$ cat config.mk
export PLATFORM = sky130hd
export DESIGN_NAME = csie_core
export DESIGN_NICKNAME = d
export VERILOG_FILES = /design/src/logic/csie_pkg.sv /design/src/logic/csie_core.sv
export VERILOG_INCLUDE_DIRS = /design/src /design/src/logic
export SDC_FILE = /design/constraint.sdc
export NUM_CORES = 1
export LEC_CHECK = 0
export ABC_AREA = 1
export BUFFER_PORTS_ARGS = -buffer_cell sky130_fd_sc_hd__buf_2
export CAP_MARGIN = 25
export CORE_ASPECT_RATIO = 1.75
export CORE_MARGIN = 2
export CORE_UTILIZATION = 54
export CTS_CLUSTER_DIAMETER = 120
export CTS_CLUSTER_SIZE = 12
export DETAILED_ROUTE_END_ITERATION = 7
export PLACE_DENSITY_LB_ADDON = 0.2
export SYNTH_ARGS = -nofsm -noshare
export SYNTH_HDL_FRONTEND = slang
export SYNTH_SLANG_ARGS = --single-unit
$ cat constraint.sdc
create_clock -name ref_clk_in -period 2 [get_ports ref_clk_in]
set_input_delay 0 -clock ref_clk_in [delete_from_list [all_inputs] [get_ports ref_clk_in]]
set_output_delay 0 -clock ref_clk_in [all_outputs]
set_load 0.05 [all_outputs]
$ cat src/logic/csie_params.svh
// Constants for the special instruction execution unit.
// Assumes inclusion by the package and the core module only.
`ifndef CSIE_PARAMS_SVH
`define CSIE_PARAMS_SVH
`define CSIE_NIB_W     4
`define CSIE_BIT_W     2
`define CSIE_ADDR_W    12
`define CSIE_NIB_ZERO  4'h0
`define CSIE_ALL_ONES  4'hF
`define CSIE_SKIP_CYC  1
`define CSIE_PTR_RST   8'h00
`define CSIE_ADDR_RST  12'h000
`define CSIE_ADDR_STEP 12'h001
`define CSIE_BIT_ONE   4'h1
`define CSIE_LO_MSB    3
`define CSIE_HI_LSB    4
`define CSIE_HI_MSB    7
`endif

$ cat src/logic/csie_pkg.sv
// Types for the special instruction execution unit.
// Assumes csie_params.svh is on the include path.
`include "csie_params.svh"
package csie_pkg;
    // Decoded operation codes handed in by the fetch stage
    typedef enum logic [3:0] {
        CSIE_OP_NONE        = 4'h0,
        CSIE_OP_BIT_SET     = 4'h1,
        CSIE_OP_BIT_CLEAR   = 4'h2,
        CSIE_OP_SKIP_TRUE   = 4'h3,
        CSIE_OP_SKIP_FALSE  = 4'h4,
        CSIE_OP_SKIP_TCLR   = 4'h5,
        CSIE_OP_CARRY_AND   = 4'h6,
        CSIE_OP_CARRY_OR    = 4'h7,
        CSIE_OP_CARRY_XOR   = 4'h8,
        CSIE_OP_LOAD_ACC    = 4'h9,
        CSIE_OP_LOAD_WIDE   = 4'hA,
        CSIE_OP_LOAD_PTR    = 4'hB,
        CSIE_OP_ADD_SKIP    = 4'hC,
        CSIE_OP_ADD_CARRY   = 4'hD,
        CSIE_OP_OTHER       = 4'hE
    } csie_op_e;
    // Chain groups of constant loads
    typedef enum logic [2:0] {
        CSIE_CH_NONE = 3'b001,
        CSIE_CH_ACC  = 3'b010,
        CSIE_CH_PTR  = 3'b100
    } csie_chain_e;
    typedef logic [`CSIE_NIB_W-1:0] csie_nib_t;
endpackage

$ cat src/logic/csie_core.sv
// Executes bit, chained-load and base-correction instructions of a 4-bit core.
// Assumes a fetch stage presents one decoded op per valid cycle and writes back
// bit/memory results through the mem write port; skip_out squashes the next op.
`include "csie_params.svh"

// Overview of operation
// - Bit set, clear, test-skip, test-clear and carry AND/OR/XOR act on the addressed bit.
// - The same bit operations work on port bits, since ports share the bit address space.
// - Accumulator loads and pointer loads at contiguous addresses form chains.
// - Only the first load of a chain takes effect; later members are no-operations.
// - Base correction add_immediate_with_skip 16-m, then memory plus carry, then m to the accumulator.
// - A carry from the memory add-with-carry skips the following immediate add.
// - Without that carry the following immediate add executes normally.
// - That immediate add never skips on its own carry after a memory add-with-carry.
// - Overflow of the corrected digit stays in the carry flag.
// - A met skip condition bypasses the next instruction.
// - A skip costs one machine cycle, equal to one clock period.
module csie_core (
    // Clock, reset, enable
    input  wire logic               ref_clk_in,
    input  wire logic               reset_n_in,
    input  wire logic               clk_en_in,
    // Decoded instruction from fetch
    input  wire logic               op_valid_in,
    input  wire csie_pkg::csie_op_e op_in,
    input  wire logic [11:0]        op_addr_in,
    input  wire logic [1:0]         bit_sel_in,
    input  wire logic [7:0]         imm_in,
    // Addressed memory or port nibble, read data
    input  wire logic [3:0]         mem_rdata_in,
    // Memory/port write back
    output logic                    mem_we_out,
    output logic [3:0]              mem_wdata_out,
    // Architectural registers
    output logic [3:0]              acc_out,
    output logic [3:0]              wide_hi_out,
    output logic [7:0]              data_pointer_pair_out,
    output logic                    carry_flag_out,
    // Sequencing
    output logic                    skip_out,
    output logic                    nop_out
);
    import csie_pkg::*;

    logic [3:0]  acc, next_acc;
    logic [3:0]  wide_hi, next_wide_hi;
    logic [7:0]  ptr, next_ptr;
    logic        carry_flag, next_carry_flag;
    logic        skip_pend, next_skip_pend;
    logic        after_add_with_carry_memory, next_after_add_with_carry_memory;
    logic        mem_we, next_mem_we;
    logic [3:0]  mem_wdata, next_mem_wdata;
    logic [11:0] last_addr, next_last_addr;
    csie_chain_e chain, next_chain;
    csie_chain_e op_chain;
    logic        bitv;
    logic [4:0]  sum;
    logic        in_chain;

    // Which chain group the current op belongs to
    always_comb begin
        unique case (op_in)
            CSIE_OP_LOAD_ACC, CSIE_OP_LOAD_WIDE: op_chain = CSIE_CH_ACC;
            CSIE_OP_LOAD_PTR:                    op_chain = CSIE_CH_PTR;
            default:                             op_chain = CSIE_CH_NONE;
        endcase
    end

    // Next-state of all architectural and sequencing state
    always_comb begin
        next_acc        = acc;
        next_wide_hi    = wide_hi;
        next_ptr        = ptr;
        next_carry_flag = carry_flag;
        next_skip_pend  = skip_pend;
        next_after_add_with_carry_memory = after_add_with_carry_memory;
        next_mem_we     = 1'b0;
        next_mem_wdata  = mem_wdata;
        next_last_addr  = last_addr;
        next_chain      = chain;
        bitv            = mem_rdata_in[bit_sel_in];
        sum             = 5'h00;
        in_chain        = 1'b0;
        if (op_valid_in) begin
            next_last_addr = op_addr_in;
            // Contiguous member of the same chain group
            in_chain = (op_chain != CSIE_CH_NONE) && (op_chain == chain)
                       && (op_addr_in == last_addr + `CSIE_ADDR_STEP);
            if (skip_pend) begin
                // Skipped slot: one cycle, no effect, breaks any chain
                next_skip_pend  = 1'b0;
                next_after_add_with_carry_memory = 1'b0;
                next_chain      = CSIE_CH_NONE;
            end else begin
                next_chain      = op_chain;
                next_after_add_with_carry_memory = 1'b0;
                unique case (op_in)
                    // Ports sit in the same bit space, so no special path
                    CSIE_OP_BIT_SET: begin
                        next_mem_we    = 1'b1;
                        next_mem_wdata = mem_rdata_in | (`CSIE_BIT_ONE << bit_sel_in);
                    end
                    CSIE_OP_BIT_CLEAR: begin
                        next_mem_we    = 1'b1;
                        next_mem_wdata = mem_rdata_in & ~(`CSIE_BIT_ONE << bit_sel_in);
                    end
                    CSIE_OP_SKIP_TRUE:  next_skip_pend = bitv;
                    CSIE_OP_SKIP_FALSE: next_skip_pend = ~bitv;
                    CSIE_OP_SKIP_TCLR: begin
                        next_skip_pend = bitv;
                        next_mem_we    = 1'b1;
                        next_mem_wdata = mem_rdata_in & ~(`CSIE_BIT_ONE << bit_sel_in);
                    end
                    CSIE_OP_CARRY_AND: next_carry_flag = carry_flag & bitv;
                    CSIE_OP_CARRY_OR:  next_carry_flag = carry_flag | bitv;
                    CSIE_OP_CARRY_XOR: next_carry_flag = carry_flag ^ bitv;
                    CSIE_OP_LOAD_ACC: begin
                        if (!in_chain) next_acc = imm_in[`CSIE_LO_MSB:0];
                    end
                    CSIE_OP_LOAD_WIDE: begin
                        if (!in_chain) begin
                            next_acc     = imm_in[`CSIE_LO_MSB:0];
                            next_wide_hi = imm_in[`CSIE_HI_MSB:`CSIE_HI_LSB];
                        end
                    end
                    CSIE_OP_LOAD_PTR: begin
                        if (!in_chain) next_ptr = imm_in;
                    end
                    CSIE_OP_ADD_SKIP: begin
                        // Immediate add: carry not stored, skip on carry unless
                        // it follows add-with-carry, so overflow stays in carry
                        sum            = {1'b0, acc} + {1'b0, imm_in[`CSIE_LO_MSB:0]};
                        next_acc       = sum[3:0];
                        next_skip_pend = sum[4] & ~after_add_with_carry_memory;
                    end
                    CSIE_OP_ADD_CARRY: begin
                        sum             = {1'b0, acc} + {1'b0, mem_rdata_in}
                                          + {4'h0, carry_flag};
                        next_acc        = sum[3:0];
                        next_carry_flag = sum[4];
                        next_skip_pend  = sum[4];
                        next_after_add_with_carry_memory = 1'b1;
                    end
                    default: ;
                endcase
            end
        end
    end

    // Register everything; enable low freezes all state
    always_ff @(posedge ref_clk_in) begin
        if (!reset_n_in) begin
            acc        <= `CSIE_NIB_ZERO;
            wide_hi    <= `CSIE_NIB_ZERO;
            ptr        <= `CSIE_PTR_RST;
            carry_flag <= 1'b0;
            skip_pend  <= 1'b0;
            after_add_with_carry_memory <= 1'b0;
            mem_we     <= 1'b0;
            mem_wdata  <= `CSIE_NIB_ZERO;
            last_addr  <= `CSIE_ADDR_RST;
            chain      <= CSIE_CH_NONE;
        end else if (clk_en_in) begin
            acc        <= next_acc;
            wide_hi    <= next_wide_hi;
            ptr        <= next_ptr;
            carry_flag <= next_carry_flag;
            skip_pend  <= next_skip_pend;
            after_add_with_carry_memory <= next_after_add_with_carry_memory;
            mem_we     <= next_mem_we;
            mem_wdata  <= next_mem_wdata;
            last_addr  <= next_last_addr;
            chain      <= next_chain;
        end
    end

    assign acc_out               = acc;
    assign wide_hi_out           = wide_hi;
    assign data_pointer_pair_out = ptr;
    assign carry_flag_out        = carry_flag;
    assign mem_we_out            = mem_we;
    assign mem_wdata_out         = mem_wdata;
    // Current slot is squashed: skip or chained load
    assign skip_out              = skip_pend;
    assign nop_out               = op_valid_in & (skip_pend | in_chain);
endmodule // csie_core

==> results.cfg <==
[synthesis]
yosysUniqueCellTypes = 37
ys_ff_latch = 39
synthSimpleGateAreaFrac = 0.348
synth-adder-area-share = 0.0715
syn_avg_cell_area_sq_um = 6.79
ys_warn_count = 0
synth_top_area_frac = 0.302
synthCells = 381
muxShareOfSynthArea = 0
synth.area.top_cells = dfxtp_1 (30%), nand2_1 (12%), a21oi_1 (8.1%), nand3_1 (7.0%), nor2_1 (5.8%)
synthXorXnorAreaFrac = 0.0329
syn-cell-area_sq_mm = 0.00259
seq_area_frac_synth = 0.302
synth.net_count = 428
synth_compound_area_frac = 0.162
synth_top_family_by_area = simple AND/OR/NAND/NOR gates
synth_top_cell_by_area = dfxtp_1

[placed_design]
place_inst = 488
place_congestion = 0.827
place_area_sq_mm = 0.00295
hpwlAfterDp_mm = 5.01
numPortBuffers = 57

[timing]
hold_slack_ps = -10.5
tightest_slew_ps = 608
final_max_slew_viol_count = 0
max_slew_margin = 0.592
max_freq_ghz = 0.491
setup_violations = 1
hold_violations = 1
fin_ws_ps = -36.3
rsz0062_at_grt = true
period_share = 1.02
skew_ps = 9.67
period_needed_ps = 2040

[floorplanning]
die_area_sq_mm = 0.00539
dieWidth_um = 56.3
io_pins = 58
die_h_um = 95.6
initial_core_util = 0.555
rows = 33
coreArea_sq_mm = 0.00467

[finish]
stdcell_area_sq_mm = 0.00324
drive_gt1_frac = 0.260
diodes = 0
fin_cells = 510
areaGrowthSynthToFinish_pct = 25.2
nets = 504

[grt]
overflow = 0
grt_max_degree = 23
grt_pass1_vias = 2738
antenna_found_initial = 0
grt_use_total = 0.265
grt_pass1_wl_mm = 11.3

[detailed_routing]
wl_per_cell_um = 13.6
drt_iter0_drc = 110
first_pass_iters = 4
routed_wl_mm = 6.93
ant_nets = 0
drc = 0
detail_route.vias_per_cell = 5.43
via_count = 2770

[setup_path]
path_max_fanout = 5
critPathLaunchType = flop
criticalPathCategory = reg2out
crit_buf_inv = 2
critPathCaptureType = output pin
crit_chain = buf_4, nand3_2, o21ai_1, nand2_1, nor2_1, nand2_1, nor2_4, nand3_4, a21boi_4, buf_6
cp_data_arrival_time_ps = 2040
worstPathRequired_ps = 2000
crit_family = simple AND/OR/NAND/NOR gates
crit_top_cell = nand2_1
slowest_stage = dfxtp_2
cpPeakStageDelay_ps = 370

[clocking]
path_clk_slew_ps = 90
numCtsBuffers = 5
clock_sinks = 39
cts_root_buf = clkbuf_8
htree_levels = 2
clk_latency_ps = 300
cts_tree = done
clock_path_buffers = 2

[run_status]
status = complete, but fails checks
violations = negative hold slack, negative setup slack

[pwr]
power_density_mw_per_mm2 = 544
ir_drop_v = 0.000508
power.leakage_nw = 1.54
power_mw = 1.76

[run]
maxCapViolCount = 0

[hold_path]
hp-class = in2reg
-- path summary, 6_finish.rpt --
| path | start | end | slack [ps] | depth (start not counted) |
|---|---|---|---|---|
| worst min register to register | data_pointer_pair_out[2] | data_pointer_pair_out[2] | 460 | 2 |
| worst max-delay path | last_addr[0] | nop_out | -40 | 10 |
| worst max register to register | last_addr[0] | wide_hi_out[2] | 30 | 12 |
| worst min-delay path | op_addr_in[9] | last_addr[9] | -10 | 3 |
-- worst register-to-register path, delay by kind of cell, from the launching register on --
kind                   cells  cell delay [ps]
AND/OR/NAND/NOR            7              760
buffers and inverters      3              440
flip-flops                 1              370
AO/OA/AOI/OAI              2              290
-- Yosys cell counts, drive strengths merged --
cell,instances
xor2,4
a21oi,42
inv,44
nor4,2
nand3b,1
nand4,2
o22ai,1
nand2,92
a21boi,1
clkinv,3
a31oi,2
xor3,1
fa,3
o21a,1
o211ai,2
xnor2,3
or2,1
buf,2
o21ai,26
dfxtp,39
nor3,1
nor2,51
a221oi,3
ha,10
clkbuf,5
nand3,39
-- power breakdown --
| group | total [mW] | switching (mW) | internal, mW | leakage (nW) |
|---|---|---|---|---|
| clock network | 0.548 | 0.304 | 0.244 | 0.0412 |
| registers | 0.832 | 0.0285 | 0.803 | 0.319 |
| logic | 0.382 | 0.238 | 0.143 | 1.18 |
-- metrics by stage --
step                      utilization  setup slack (ps)  TNS (ps)
after global placement          0.631              78.2         0
final                           0.695             -36.3     -36.3
after CTS                       0.677              21.8         0
after detailed placement        0.631              20.2         0
after floorplan                     -              29.7         0
after global routing            0.695              -111      -480
-- flip-flops by register name, summed over array words and instances, names as in the netlist --
signal                       flops
mem_wdata_out                    4
skip_out                         1
chain                            3
mem_we_out                       1
carry_flag_out                   1
data_pointer_pair_out            8
acc_out                          4
wide_hi_out                      4
after_add_with_carry_memory      1
last_addr                       12
-- cells in the final DEF, fill, tap and decap left out, types with 3 or more instances in the layout --
master,instances
nand2_1,83
buf_2,56
nor2_1,40
a21oi_1,40
inv_1,37
nand3_1,36
dfxtp_1,35
o21ai_0,20
ha_1,9
dlygate4sd3_1,9
inv_2,7
buf_4,7
nor2_2,6
nand2_2,6
o21ai_1,6
nor2_4,5
clkbuf_8,5
xor2_1,4
nand2_4,3
a221oi_1,3
dfxtp_2,3
-- area by class of cell --
class / instances / area (sq um)
flip-flops and latches: 39 / 788
repair buffers: 76 / 485
multi-input cells: 288 / 1640
well taps: 52 / 65.1
clock inverters: 2 / 12.5
inverters: 47 / 178
clock buffers: 6 / 72.6
fillers: 437 / 1430
-- metal layers --
metal | share of wire | vias to the layer above | GRT usage
li1 | - | 1396 | -
met1 | 0.38 | 1281 | 0.262
met2 | 0.56 | 71 | 0.508
met3 | 0.031 | 22 | 0.0380
met4 | 0.035 | 0 | 0.161
met5 | 0 | - | 0
-- timing repair --
action,in CTS,in global routing
hold buffers,9,0
endpoints found under the hold margin,12,0
setup endpoints to repair,1,18
cloned,0,1
pin swaps,2,2
gates resized for setup,7,13
buffers inserted,2,2
-- cells by family after synthesis --
logic type	count (synthesis)
xor+xnor	8
flops	39
compound gates	78
fa+ha+maj	13
buf+inv	54
simple gates	189
Power figures use the tool's default switching activity.
